--- src/ipsc_consts.svh ---
// constants for the interrupt priority and sense control block
// assumes inclusion by bare name from each design file
`ifndef IPSC_CONSTS_SVH
`define IPSC_CONSTS_SVH

// ***********************************************
// register word addresses (avalon word index)
// ***********************************************
`define IPSC_ADDR_PRI_A 3'h0
`define IPSC_ADDR_PRI_B 3'h1
`define IPSC_ADDR_PEND 3'h2
`define IPSC_ADDR_EN 3'h3
`define IPSC_ADDR_SENSE 3'h4
`define IPSC_ADDR_CTRL 3'h5

// ***********************************************
// reset values and field layout
// ***********************************************
`define IPSC_RST_BYTE 8'h00
`define IPSC_EXT_N 6
`define IPSC_PEND_RO_MASK 8'h3f
`define IPSC_BIT_A_EXT0 7
`define IPSC_BIT_A_EXT1 6
`define IPSC_BIT_A_EXT23 5
`define IPSC_BIT_A_EXT45 4
`define IPSC_BIT_A_WDT_RFSH 3
`define IPSC_BIT_A_TMR0 2
`define IPSC_BIT_A_TMR1 1
`define IPSC_BIT_A_TMR2 0
`define IPSC_BIT_B_TMR3 7
`define IPSC_BIT_B_TMR4 6
`define IPSC_BIT_B_DMA 5
`define IPSC_BIT_B_SER0 3
`define IPSC_BIT_B_SER1 2
`define IPSC_BIT_B_ADC 1
`define IPSC_CTRL_STBY_BIT 0

`endif

--- src/ipsc_pkg.sv ---
// types for the interrupt priority and sense control block
// assumes ipsc_consts.svh on the include path
`default_nettype none

package ipsc_pkg;
  // bus slave answer states, gray along the path
  typedef enum logic [1:0] {
    IPSC_IDLE = 2'b00,
    IPSC_ACK = 2'b01
  } ipsc_bus_e;
  // one byte register
  typedef logic [7:0] ipsc_byte_t;
  // six external request lanes
  typedef logic [5:0] ipsc_ext_t;
  // seven internal group levels
  typedef logic [6:0] ipsc_grp_t;
endpackage

`default_nettype wire

--- src/ipsc_top.sv ---
// interrupt priority select and external request sense/pending control
// assumes one 100 MHz clock, avalon-mm master, core pulses acceptance per request
// Operation
// - priority a clears on reset and standby
// - a bit7 ext0 level, bit6 ext1
// - a bit5 ext2/3, bit4 ext4/5 shared
// - a bit3 watchdog plus refresh shared
// - a bits2..0 timer channels 0..2
// - bit 0 low level, 1 high
// - priority b clears on reset and standby
// - b bit7 timer3, bit6 timer4
// - b bit5 dma channels 0/1 shared
// - b bit3 serial0, bit2 serial1
// - b bit1 converter level
// - b bits 4,0 stored, no effect
// - pending clears on reset and standby
// - pending bits 7,6 read zero
// - flag sets on low level or fall
// - clear by zero after reading one
// - acceptance clears edge; level if high
// - enable bit gates each request
// - enable clears on reset and standby
// - enable/sense bits 7,6 plain storage
// - sense 0 level, 1 falling edge
// - sense clears on reset and standby
// - pins sampled regardless of direction
`include "ipsc_consts.svh"
`default_nettype none

module ipsc_top (
  // clock and reset
  input wire logic i_clk,
  input wire logic i_rstn,
  // avalon-mm slave
  input wire logic [2:0] i_address,
  input wire logic i_read,
  input wire logic i_write,
  input wire logic [31:0] i_writedata,
  input wire logic [3:0] i_byteenable,
  output logic [31:0] o_readdata,
  output logic o_waitrequest,
  // hardware standby level
  input wire logic i_hw_standby,
  // external request pins, active low
  input wire logic [5:0] i_ext_request_pin_n,
  // core acceptance pulses, one per request
  input wire logic [5:0] i_ext_accept,
  // requests and their levels to the core
  output ipsc_pkg::ipsc_ext_t o_ext_request,
  output ipsc_pkg::ipsc_ext_t o_ext_level,
  // internal group levels: tmr0..4, wdt_rfsh, dma, ser0, ser1, adc
  output logic [9:0] o_int_level
);
  import ipsc_pkg::*;

  // ***********************************************
  // storage
  // ***********************************************
  ipsc_byte_t priority_select_a_reg; // first priority register
  ipsc_byte_t priority_select_b_reg; // second priority register
  ipsc_ext_t ext_pending_reg; // pending flags 5..0
  ipsc_byte_t ext_request_enable_reg; // enable, bits 7,6 spare
  ipsc_byte_t ext_request_sense_reg; // sense, bits 7,6 spare
  logic soft_standby_reg; // software standby request
  ipsc_ext_t read_one_reg; // flag seen as 1 by a read
  ipsc_ext_t pin_prev_reg; // last filtered pin level
  ipsc_bus_e bus_reg; // slave answer state
  ipsc_ext_t pin_level; // filtered pins
  logic stby_hold; // combined standby clear
  logic stby_sync1_reg; // standby pin synchroniser
  logic stby_sync2_reg;
  logic stby_sync3_reg;
  logic stby_level_reg;

  // ***********************************************
  // helper functions
  // ***********************************************
  // byte-lane merge on lane zero only
  function automatic ipsc_byte_t lane_merge(input ipsc_byte_t old_v, input logic [31:0] wd,
                                            input logic [3:0] be);
    lane_merge = be[0] ? wd[7:0] : old_v;
  endfunction

  // address hit for a write on the answering edge
  function automatic logic wr_hit(input logic [2:0] a, input logic [2:0] target, input logic wr,
                                  input logic st);
    wr_hit = wr && st && (a == target);
  endfunction

  // ***********************************************
  // pin synchronisation
  // ***********************************************
  // pins sampled whatever their direction setting
  ipsc_sync #(
    .WIDTH(`IPSC_EXT_N)
  ) u_sync (
    .i_clk(i_clk),
    .i_rstn(i_rstn),
    .i_pin(i_ext_request_pin_n),
    .o_level(pin_level)
  );

  // standby pin through three stages, agreement filter
  always_ff @(posedge i_clk or negedge i_rstn) begin
    if (!i_rstn) begin
      stby_sync1_reg <= 1'b0;
      stby_sync2_reg <= 1'b0;
      stby_sync3_reg <= 1'b0;
      stby_level_reg <= 1'b0;
    end else begin
      stby_sync1_reg <= i_hw_standby;
      stby_sync2_reg <= stby_sync1_reg;
      stby_sync3_reg <= stby_sync2_reg;
      if (stby_sync2_reg == stby_sync3_reg) begin
        stby_level_reg <= stby_sync3_reg;
      end
    end
  end

  // either standby source clears the priority, enable, sense, pending and read-one registers
  assign stby_hold = stby_level_reg | soft_standby_reg;

  // ***********************************************
  // bus slave: one wait cycle, then answer
  // ***********************************************
  logic bus_go; // answering edge
  assign bus_go = (bus_reg == IPSC_ACK);

  // waitrequest high by default; drops for one cycle to answer
  always_ff @(posedge i_clk or negedge i_rstn) begin
    if (!i_rstn) begin
      bus_reg <= IPSC_IDLE;
      o_waitrequest <= 1'b1;
    end else begin
      case (bus_reg)
        IPSC_IDLE: begin
          if (i_read || i_write) begin
            bus_reg <= IPSC_ACK;
            o_waitrequest <= 1'b0;
          end
        end
        IPSC_ACK: begin
          bus_reg <= IPSC_IDLE;
          o_waitrequest <= 1'b1;
        end
        default: begin
          bus_reg <= IPSC_IDLE;
          o_waitrequest <= 1'b1;
        end
      endcase
    end
  end

  // read data built together with the waitrequest drop
  always_ff @(posedge i_clk or negedge i_rstn) begin
    if (!i_rstn) begin
      o_readdata <= 32'h0000_0000;
    end else if (bus_reg == IPSC_IDLE && i_read) begin
      case (i_address)
        `IPSC_ADDR_PRI_A: o_readdata <= {24'h00_0000, priority_select_a_reg};
        `IPSC_ADDR_PRI_B: o_readdata <= {24'h00_0000, priority_select_b_reg};
        // upper flags read zero
        `IPSC_ADDR_PEND: o_readdata <= {26'h000_0000, ext_pending_reg};
        `IPSC_ADDR_EN: o_readdata <= {24'h00_0000, ext_request_enable_reg};
        `IPSC_ADDR_SENSE: o_readdata <= {24'h00_0000, ext_request_sense_reg};
        `IPSC_ADDR_CTRL: o_readdata <= {31'h0000_0000, soft_standby_reg};
        // unmapped words read zero
        default: o_readdata <= 32'h0000_0000;
      endcase
    end
  end

  // ***********************************************
  // priority registers
  // ***********************************************
  // reset and standby clear; plain storage of all bits
  always_ff @(posedge i_clk or negedge i_rstn) begin
    if (!i_rstn) begin
      priority_select_a_reg <= `IPSC_RST_BYTE;
      priority_select_b_reg <= `IPSC_RST_BYTE;
    end else if (stby_hold) begin
      priority_select_a_reg <= `IPSC_RST_BYTE;
      priority_select_b_reg <= `IPSC_RST_BYTE;
    end else begin
      if (wr_hit(i_address, `IPSC_ADDR_PRI_A, i_write, bus_go)) begin
        priority_select_a_reg <= lane_merge(priority_select_a_reg, i_writedata, i_byteenable);
      end
      if (wr_hit(i_address, `IPSC_ADDR_PRI_B, i_write, bus_go)) begin
        priority_select_b_reg <= lane_merge(priority_select_b_reg, i_writedata, i_byteenable);
      end
    end
  end

  // ***********************************************
  // enable and sense registers
  // ***********************************************
  // all eight bits stored; only 5..0 steer logic
  always_ff @(posedge i_clk or negedge i_rstn) begin
    if (!i_rstn) begin
      ext_request_enable_reg <= `IPSC_RST_BYTE;
      ext_request_sense_reg <= `IPSC_RST_BYTE;
    end else if (stby_hold) begin
      ext_request_enable_reg <= `IPSC_RST_BYTE;
      ext_request_sense_reg <= `IPSC_RST_BYTE;
    end else begin
      if (wr_hit(i_address, `IPSC_ADDR_EN, i_write, bus_go)) begin
        ext_request_enable_reg <= lane_merge(ext_request_enable_reg, i_writedata, i_byteenable);
      end
      if (wr_hit(i_address, `IPSC_ADDR_SENSE, i_write, bus_go)) begin
        ext_request_sense_reg <= lane_merge(ext_request_sense_reg, i_writedata, i_byteenable);
      end
    end
  end

  // software standby control word; reset or a write of zero clears it
  always_ff @(posedge i_clk or negedge i_rstn) begin
    if (!i_rstn) begin
      soft_standby_reg <= 1'b0;
    end else if (wr_hit(i_address, `IPSC_ADDR_CTRL, i_write, bus_go) && i_byteenable[0]) begin
      soft_standby_reg <= i_writedata[`IPSC_CTRL_STBY_BIT];
    end
  end

  // ***********************************************
  // pending flags
  // ***********************************************
  // previous filtered level for fall detection
  always_ff @(posedge i_clk or negedge i_rstn) begin
    if (!i_rstn) begin
      pin_prev_reg <= '1;
    end else begin
      pin_prev_reg <= pin_level;
    end
  end

  // remember which flags a read returned as one
  always_ff @(posedge i_clk or negedge i_rstn) begin
    if (!i_rstn) begin
      read_one_reg <= '0;
    end else if (stby_hold) begin
      read_one_reg <= '0;
    end else if (bus_go && i_read && i_address == `IPSC_ADDR_PEND) begin
      // arm from the word software really takes, not the live flags:
      // a flag that rises during the wait state was never seen as one
      read_one_reg <= read_one_reg | o_readdata[`IPSC_EXT_N-1:0];
    end else if (wr_hit(i_address, `IPSC_ADDR_PEND, i_write, bus_go) && i_byteenable[0]) begin
      read_one_reg <= read_one_reg & i_writedata[5:0];
    end
  end

  ipsc_ext_t set_vec; // hardware set term per flag
  ipsc_ext_t clr_vec; // software or core clear term per flag

  // per-flag set and clear terms, kept apart from the flag store
  always_comb begin
    set_vec = '0;
    clr_vec = '0;
    for (int n = 0; n < `IPSC_EXT_N; n++) begin
      // level mode sets while low, edge mode on fall
      if (!ext_request_sense_reg[n]) begin
        set_vec[n] = !pin_level[n];
      end else begin
        set_vec[n] = pin_prev_reg[n] && !pin_level[n];
      end
      // write of zero clears only after a read of one
      if (wr_hit(i_address, `IPSC_ADDR_PEND, i_write, bus_go) && i_byteenable[0] &&
          !i_writedata[n] && read_one_reg[n]) begin
        clr_vec[n] = 1'b1;
      end
      // acceptance clears: edge always, level only with pin high
      if (i_ext_accept[n] && (ext_request_sense_reg[n] || pin_level[n])) begin
        clr_vec[n] = 1'b1;
      end
    end
  end

  // flag store; standby clear wins, else set beats a write or acceptance clear in the same cycle
  always_ff @(posedge i_clk or negedge i_rstn) begin
    if (!i_rstn) begin
      ext_pending_reg <= '0;
    end else if (stby_hold) begin
      ext_pending_reg <= '0;
    end else begin
      ext_pending_reg <= set_vec | (ext_pending_reg & ~clr_vec);
    end
  end

  // ***********************************************
  // outputs to the core
  // ***********************************************
  // request needs flag and enable
  always_ff @(posedge i_clk or negedge i_rstn) begin
    if (!i_rstn) begin
      o_ext_request <= '0;
    end else begin
      o_ext_request <= ext_pending_reg & ext_request_enable_reg[5:0];
    end
  end

  // external levels; 0 low, 1 high
  always_ff @(posedge i_clk or negedge i_rstn) begin
    if (!i_rstn) begin
      o_ext_level <= '0;
    end else begin
      o_ext_level <= {priority_select_a_reg[`IPSC_BIT_A_EXT45], priority_select_a_reg[`IPSC_BIT_A_EXT45],
                      priority_select_a_reg[`IPSC_BIT_A_EXT23], priority_select_a_reg[`IPSC_BIT_A_EXT23],
                      priority_select_a_reg[`IPSC_BIT_A_EXT1], priority_select_a_reg[`IPSC_BIT_A_EXT0]};
    end
  end

  // internal group levels; b bits 4 and 0 unused
  always_ff @(posedge i_clk or negedge i_rstn) begin
    if (!i_rstn) begin
      o_int_level <= '0;
    end else begin
      o_int_level <= {priority_select_b_reg[`IPSC_BIT_B_ADC], priority_select_b_reg[`IPSC_BIT_B_SER1],
                      priority_select_b_reg[`IPSC_BIT_B_SER0], priority_select_b_reg[`IPSC_BIT_B_DMA],
                      priority_select_a_reg[`IPSC_BIT_A_WDT_RFSH], priority_select_b_reg[`IPSC_BIT_B_TMR4],
                      priority_select_b_reg[`IPSC_BIT_B_TMR3], priority_select_a_reg[`IPSC_BIT_A_TMR2],
                      priority_select_a_reg[`IPSC_BIT_A_TMR1], priority_select_a_reg[`IPSC_BIT_A_TMR0]};
    end
  end

endmodule

`default_nettype wire

--- src/ipsc_sync.sv ---
// three-stage pin synchroniser with agreement filter
// assumes asynchronous pins; output changes once stages two and three agree
`default_nettype none

module ipsc_sync #(
  parameter int WIDTH = 6
) (
  // clock and reset
  input wire logic i_clk,
  input wire logic i_rstn,
  // raw pins, idle high
  input wire logic [WIDTH-1:0] i_pin,
  // filtered level
  output logic [WIDTH-1:0] o_level
);

  // ***********************************************
  // synchroniser chain
  // ***********************************************
  logic [WIDTH-1:0] s1_reg; // metastable stage, read only by s2
  logic [WIDTH-1:0] s2_reg;
  logic [WIDTH-1:0] s3_reg;

  // shift chain; reset to idle-high so no false edge at start
  always_ff @(posedge i_clk or negedge i_rstn) begin
    if (!i_rstn) begin
      s1_reg <= '1;
      s2_reg <= '1;
      s3_reg <= '1;
    end else begin
      s1_reg <= i_pin;
      s2_reg <= s1_reg;
      s3_reg <= s2_reg;
    end
  end

  // accept a bit only when the last two stages agree
  always_ff @(posedge i_clk or negedge i_rstn) begin
    if (!i_rstn) begin
      o_level <= '1;
    end else begin
      for (int i = 0; i < WIDTH; i++) begin
        if (s2_reg[i] == s3_reg[i]) begin
          o_level[i] <= s3_reg[i];
        end
      end
    end
  end

endmodule

`default_nettype wire

--- config.mk ---
export PLATFORM = sky130hd
export DESIGN_NAME = ipsc_top
export DESIGN_NICKNAME = d
export VERILOG_FILES = /design/src/ipsc_pkg.sv /design/src/ipsc_top.sv /design/src/ipsc_sync.sv
export VERILOG_INCLUDE_DIRS = /design/src
export SDC_FILE = /design/constraint.sdc
export NUM_CORES = 1
export LEC_CHECK = 0
export BUFFER_PORTS_ARGS = -buffer_cell sky130_fd_sc_hd__clkbuf_2
export CAP_MARGIN = 20
export CELL_PAD_IN_SITES_DETAIL_PLACEMENT = 1
export CELL_PAD_IN_SITES_GLOBAL_PLACEMENT = 1
export CORE_MARGIN = 2
export CORE_UTILIZATION = 42
export DETAILED_ROUTE_END_ITERATION = 7
export PLACE_DENSITY_LB_ADDON = 0.1
export SYNTH_ARGS = -nofsm -noshare
export SYNTH_HDL_FRONTEND = slang
export SYNTH_SLANG_ARGS = --single-unit
--- constraint.sdc ---
create_clock -name i_clk -period 1.75 [get_ports i_clk]
set_clock_uncertainty 0.05 [all_clocks]
set_input_delay 0.4375 -clock i_clk [delete_from_list [all_inputs] [get_ports i_clk]]
set_output_delay 0.4375 -clock i_clk [all_outputs]
set_load 0.01 [all_outputs]
; Word-level counts from Yosys, hierarchy flattened
; Cells that the tools add are included.
[totals]
ff_bits = 135
inputBits = 56
out_inout_bits = 55
elab_cells = 151
[op_classes]
eq_ne = 14
mux = 36
bitwise_logic = 7
n_reduce_logical = 67
[ops]
columns = operator, n
row1 = 8-bit two-way mux, 9
row2 = 8-bit case mux with 6 select lines, 1
row3 = 1-bit logical AND, 36
row4 = 6-bit two-way mux, 4
row5 = 1-bit two-way mux, 20
row6 = 6-bit bitwise AND, 3
row7 = 1-bit zero test, 12
row8 = 6-bit bitwise OR, 2
row9 = 2-bit nonzero test, 5
row10 = 2-bit AND reduction, 4
row11 = 1-bit == test, 7
row12 = 1-bit logical OR, 7
row13 = 3-bit by 2-bit == test with 1-bit output (second input constant), 2
row14 = 3-bit == test (second input constant), 2
row15 = 6-bit inverter, 1
row16 = 2-bit two-way mux, 2
row17 = 3-bit by 1-bit == test with 1-bit output (second input constant), 1
row18 = 3-bit zero test, 1
row19 = 3-bit nonzero test, 1
row20 = 2-bit by 1-bit == test with 1-bit output (second input constant), 1
row21 = 2-bit zero test, 1
row22 = 2-bit != test (second input constant), 1
row23 = 1-bit bitwise OR, 1

; Longest topological paths before layout
[depth]
depth_word = 12
mapped_depth = 7
ltp_nobuf = 4

; By module
; Synthesis repeated with hierarchy kept, for this count alone.
[hier_totals]
hier_cells = 372
area_unflattened_um2 = 4540.6
[modules_own_cells]
columns = module, n_inst, cells_per_inst, area_each_um2, seq_area_each_um2
row1 = ipsc_top, 1, 342, 3842.4, 2135.8
row2 = ipsc_sync, 1, 30, 698.2, 630.6

; Worst setup path before layout
; No wires, ideal clock.
[synth_timing]
path_kind = input -> register
start = input i_address[0]
end = register read_one_reg[2]
setup_time_ns = 0.126
t_arrival_ns = 1.529
required_time_ns = 1.574
slack_ns = 0.045
path_stages = 6
path_buffers = 2
cell_sequence = buf_6 -> or3b_4 -> nand2b_4 -> buf_6 -> o311ai_1 -> nand2_1
[synth_between]
elab_chain_len = 4
elab_cells_between_ends = 7
classes_between = eq/ne (1) / mux (2) / reduce/logical (4)
[synth_rtl]
columns = element, line_no
row1 = start: declaration, ipsc_top.sv:35  ; input wire logic [2:0] i_address,
row2 = 3-bit by 2-bit == test with 1-bit output (*), ipsc_top.sv:87  ; wr_hit = wr && st && (a == target);
row3 = "1-bit logical AND, on equally long branches", -
row4 = 6-bit two-way mux / 1-bit logical AND (equally long branches), "ipsc_top.sv:242, ipsc_top.sv:246"
row5 = 6-bit two-way mux / 3-bit nonzero test (equally long branches), -
row6 = end signal: assignment, ipsc_top.sv:245  ; read_one_reg <= read_one_reg | o_readdata[`IPSC_EXT_N-1:0];
row7 = end signal: assignment, ipsc_top.sv:247  ; read_one_reg <= read_one_reg & i_writedata[5:0];
row8 = end: declaration, ipsc_top.sv:65  ; ipsc_ext_t read_one_reg;
; Every way passes the cells marked *; elsewhere a longest branch is shown, timed or not.
; A chain may end at the register's enable or synchronous reset.

; Worst setup path after layout
[layout_timing]
start = register bus_reg[0]
end = register read_one_reg[0]
[layout_between]
elab_chain_len = 5
elab_cells_between_ends = 9
classes_between = eq/ne (1) / mux (2) / reduce/logical (6)
[layout_rtl]
columns = element, line_no
row1 = start: declaration, ipsc_top.sv:67  ; ipsc_bus_e bus_reg;
row2 = start signal: assignment, ipsc_top.sv:132  ; bus_reg <= IPSC_IDLE;
row3 = start signal: assignment, ipsc_top.sv:138  ; bus_reg <= IPSC_ACK;
row4 = start signal: assignment, ipsc_top.sv:143  ; bus_reg <= IPSC_IDLE;
row5 = 2-bit by 1-bit == test with 1-bit output (*), ipsc_top.sv:127  ; assign bus_go = (bus_reg == IPSC_ACK);
row6 = "1-bit logical AND, on equally long branches", "ipsc_top.sv:242, ipsc_top.sv:87"
row7 = "1-bit logical AND, on equally long branches", -
row8 = 6-bit two-way mux / 1-bit logical AND (equally long branches), "ipsc_top.sv:242, ipsc_top.sv:246"
row9 = 6-bit two-way mux / 3-bit nonzero test (equally long branches), -
; Marked as above.

==> impl_results.md <==
- Run status: finished clean
- Peak supply drop: 471.4 µV
- Effective utilization at floorplan: 43.21%
- Total power per unit cell area: 945.6 nW/µm²
- Leak pwr: 2.526 nW
- Final-report setup violation count: 0
- Count of nets after finishing: 500
- Clock insertion delay at the later pin of the skew report: ~0.37 ns
- Detail-routed net length per standard cell: 17.40 µm
- Post-Route Utilization: about half
- Upper clock frequency limit: 603.8 MHz
- Largest net degree at the start of global routing: 37
- Minimum clock period: 1.656 ns
- Antenna violations before repair: 0
- Maximum fanout along the worst path: 12
- Count of input and output buffers: 59
- Power after layout: 4.921 mW
- Die span in x: 106.8 µm
- First-pass GRT wire length: about 17000 µm
- Detailed-route wire length on metal 1: ~4600 µm
- Filler cell count: 1130
- Leading register cell type out of synthesis: sky130_fd_sc_hd__dfrtp_1
- Floorplan die area: about 11000 µm²
- Cell type with the largest total area after synthesis: sky130_fd_sc_hd__dfrtp_1
- CTS Buf Count: 9
- Core Area: a little over 10000 µm²
- Fraction of layout instances using a drive strength above 1: 33.85%
- Fin. max-slew vios: 0
- Multi-input logic area: 1445 µm²
- Post-DP HPWL: 7063 µm
- Setup crit end kind: register
- Antenna cells: 0
- Final Hold Violating Endpoints: 0
- Post-synthesis register bit count: ~110
- Max-capacitance violation count: 0
- Number of warnings printed during yosys synthesis: 0
- Finished layout cell area: 5204 µm²
- Crit path kind: reg -> reg
- Final Wtd Congestion: 0.7535
- Clock tree from TritonCTS: built
- Combinational Power Share: 11.2%
- Y dimension of the die: 106.8 µm
- Antenna viol nets, final: 0
- Overall via count from detail_route: 3008
- Share of synthesized registers carrying an async set or reset: 100.0%
- Synth Area per Inst: 12.23 µm²
- Reg power frac: between 50% and 60%
- DRT Pass-1 Iters: 4
- Count of distinct cell types in the synthesized netlist: 42
- Leading post-synthesis cells by cell area: sky130_fd_sc_hd__dfrtp_1, sky130_fd_sc_hd__dfstp_2, sky130_fd_sc_hd__mux2i_1
- Crit path launch type: register
- Remaining DRCs: 0
- Boundary Pins: approximately 110
- Via-to-Cell Ratio: about 5.1
- Post-CTS Repair Setup Buffers: 0
- Post-detailed-placement cell area: 4982 µm²
- Core Rows: 37
- First DRT Iteration DRCs: 89
- Total wire length: about 10000 µm
- Total congestion overflow after global routing: 0
- Worst min-delay path category: in -> reg
- TritonCTS Sinks: between 100 and 150
- Setup repair after global routing missed its margin: false
- Final cycle utilization of the critical path: 94.63%
- H-tree depth: 3
- Clock network fraction of design power: 32.3%
- Synth top area share: 43.96%
- Area growth from synthesis to final layout: 17.19%
- Cells after synthesis: 363
- Detailed route wirelength on metal2: 4872 µm
- Fraction of the yosys area taken by sequential cells: 62.30%
- Clock tree root buffer cell: sky130_fd_sc_hd__clkbuf_8
- Tot GR Track Use: around a fifth
- Number of flip-flops in the largest register: 10
- Clock-pin slew of the registers on the worst-case setup and hold paths: 0.09 ns
- Highest routing layer actually used: met4
- Routed wl met3: 459 µm
- Reg with most FFs: o_int_level
- Register cell area after layout: approximately 2800 µm²
- Switch share: about a quarter
- Final setup TNS: 0 ns
- Post-synth EDFFs: 0
- Critical Path AT: 1.86 ns
- Switching pwr: 1.245 mW
- Internal portion of total power: between 3 and 4 mW
- Data required time of the worst path: 1.95 ns
- Via count of the first global-routing pass: 3147
- Worst-case clock buffer depth: 2
- Total standard cell area after synthesis: 4441 µm²
synth_stat cells, types with 3 or more instances:
| cell | n |
|---|---|
| sky130_fd_sc_hd__dfrtp_1 | 78 |
| sky130_fd_sc_hd__mux2i_1 | 26 |
| sky130_fd_sc_hd__o311ai_1 | 4 |
| sky130_fd_sc_hd__and2_1 | 7 |
| sky130_fd_sc_hd__mux2_2 | 3 |
| sky130_fd_sc_hd__a32oi_1 | 5 |
| sky130_fd_sc_hd__a31o_2 | 3 |
| sky130_fd_sc_hd__nand3b_1 | 10 |
| sky130_fd_sc_hd__nor2_1 | 35 |
| sky130_fd_sc_hd__maj3_1 | 7 |
| sky130_fd_sc_hd__nand2_1 | 25 |
| sky130_fd_sc_hd__buf_2 | 7 |
| sky130_fd_sc_hd__nor3b_1 | 10 |
| sky130_fd_sc_hd__buf_4 | 26 |
| sky130_fd_sc_hd__dfstp_2 | 31 |
| sky130_fd_sc_hd__nand3_1 | 9 |
| sky130_fd_sc_hd__a31oi_1 | 4 |
| sky130_fd_sc_hd__a22o_1 | 3 |
| sky130_fd_sc_hd__clkbuf_1 | 9 |
| sky130_fd_sc_hd__a21oi_1 | 20 |
| sky130_fd_sc_hd__o2bb2ai_1 | 6 |
| sky130_fd_sc_hd__inv_1 | 7 |
metrics by stage:
stage / setup slack [ns] / hold WS, ns / std cells
floorplan: 0.04491 / 0.09191 / 386
global placement: -0.02321 / 0.2816 / 568
detailed placement: -0.05774 / 0.2886 / 568
CTS: 0.001341 / 0.06074 / 585
global route: 0.004728 / 0.06173 / 585
finish: 0.09391 / 0.08493 / 585
worst max-delay path, cell delays in order, from the launching register on:
cell and delay, ns:
sky130_fd_sc_hd__dfrtp_1 0.41, sky130_fd_sc_hd__and3_2 0.29, sky130_fd_sc_hd__buf_4 0.15, sky130_fd_sc_hd__nand2b_4 0.12
sky130_fd_sc_hd__o311ai_0 0.41, sky130_fd_sc_hd__nand2_1 0.11
routing by layer:
metal  vias up  track usage [%]
li1       1368                -
met1      1540            26.68
met2        88            30.39
met3        12            2.553
met4         0            8.534
met5         -                0
worst paths after layout:
kind / start / end / slack [ns] / cells after the start
worst min-delay path: i_ext_request_pin_n[2] / u_sync.s1_reg[2]$_DFF_PN1_ / 0.08 / 1
worst min register to register: stby_sync1_reg$_DFF_PN0_ / stby_sync2_reg$_DFF_PN0_ / 0.31 / 0
max in group asynchronous: i_rstn / u_sync.s1_reg[4]$_DFF_PN1_ / 0.59 / 3
worst max-delay path: bus_reg[0]$_DFFE_PN0P_ / read_one_reg[0]$_DFFE_PN0P_ / 0.09 / 5
worst max register to register: bus_reg[0]$_DFFE_PN0P_ / read_one_reg[0]$_DFFE_PN0P_ / 0.09 / 5
min in group asynchronous: i_rstn / o_int_level[0]$_DFF_PN0_ / 0.45 / 2
logic make-up (layout without fill, tap and decap cells):
kind of cell	after synthesis	count (layout)	share of synthesized area, %
AOI/OAI and AO/OA	55	55	8.622
other	1	24	0.08445
buffers and inverters	52	115	7.129
and+or+nand+nor	108	108	12.65
DFF	109	109	62.30
adders and majority gates	7	7	1.578
muxes	31	31	7.636
placed cells by master, fill, tap and decap left out, drive strengths merged, types with 3 or more instances in the layout:
master,n
nand3b,10
inv,7
o311ai,6
conb,24
clkinv,3
clkbuf,70
nor2,36
a31oi,4
a21oi,20
nand3,10
nand2,25
a31o,3
and2,7
a22o,3
dfstp,31
mux2i,26
mux2,3
dfrtp,78
o2bb2ai,6
a32oi,5
maj3,7
buf,33
nor3b,11
layout make-up:
class / instances / share of cell area, %
Sequential cell: 109 / 53.16
Tap cell: 136 / 3.270
Clock inverter: 4 / 0.8656
Clock buffer: 12 / 3.174
Multi-Input combinational cell: 225 / 27.77
Timing Repair Buffer: 92 / 11.25
Inverter: 7 / 0.5049
repair_timing:
item / CTS / global route
setup endpoints to repair: 0 / 4
resized for setup: 0 / 1
hold endpoints to repair: 14 / 0
hold buffers: 1 / 0
power groups by stage:
stage	clock (mW)	combinational [mW]	sequential, mW
global placement	0	0.544	2.82
CTS	1.65	0.562	2.78
floorplan	0	0.306	2.82
global route	1.75	0.611	2.80
detailed placement	0	0.556	2.83
finish	1.59	0.553	2.78
Power figures use the tool's default switching activity.
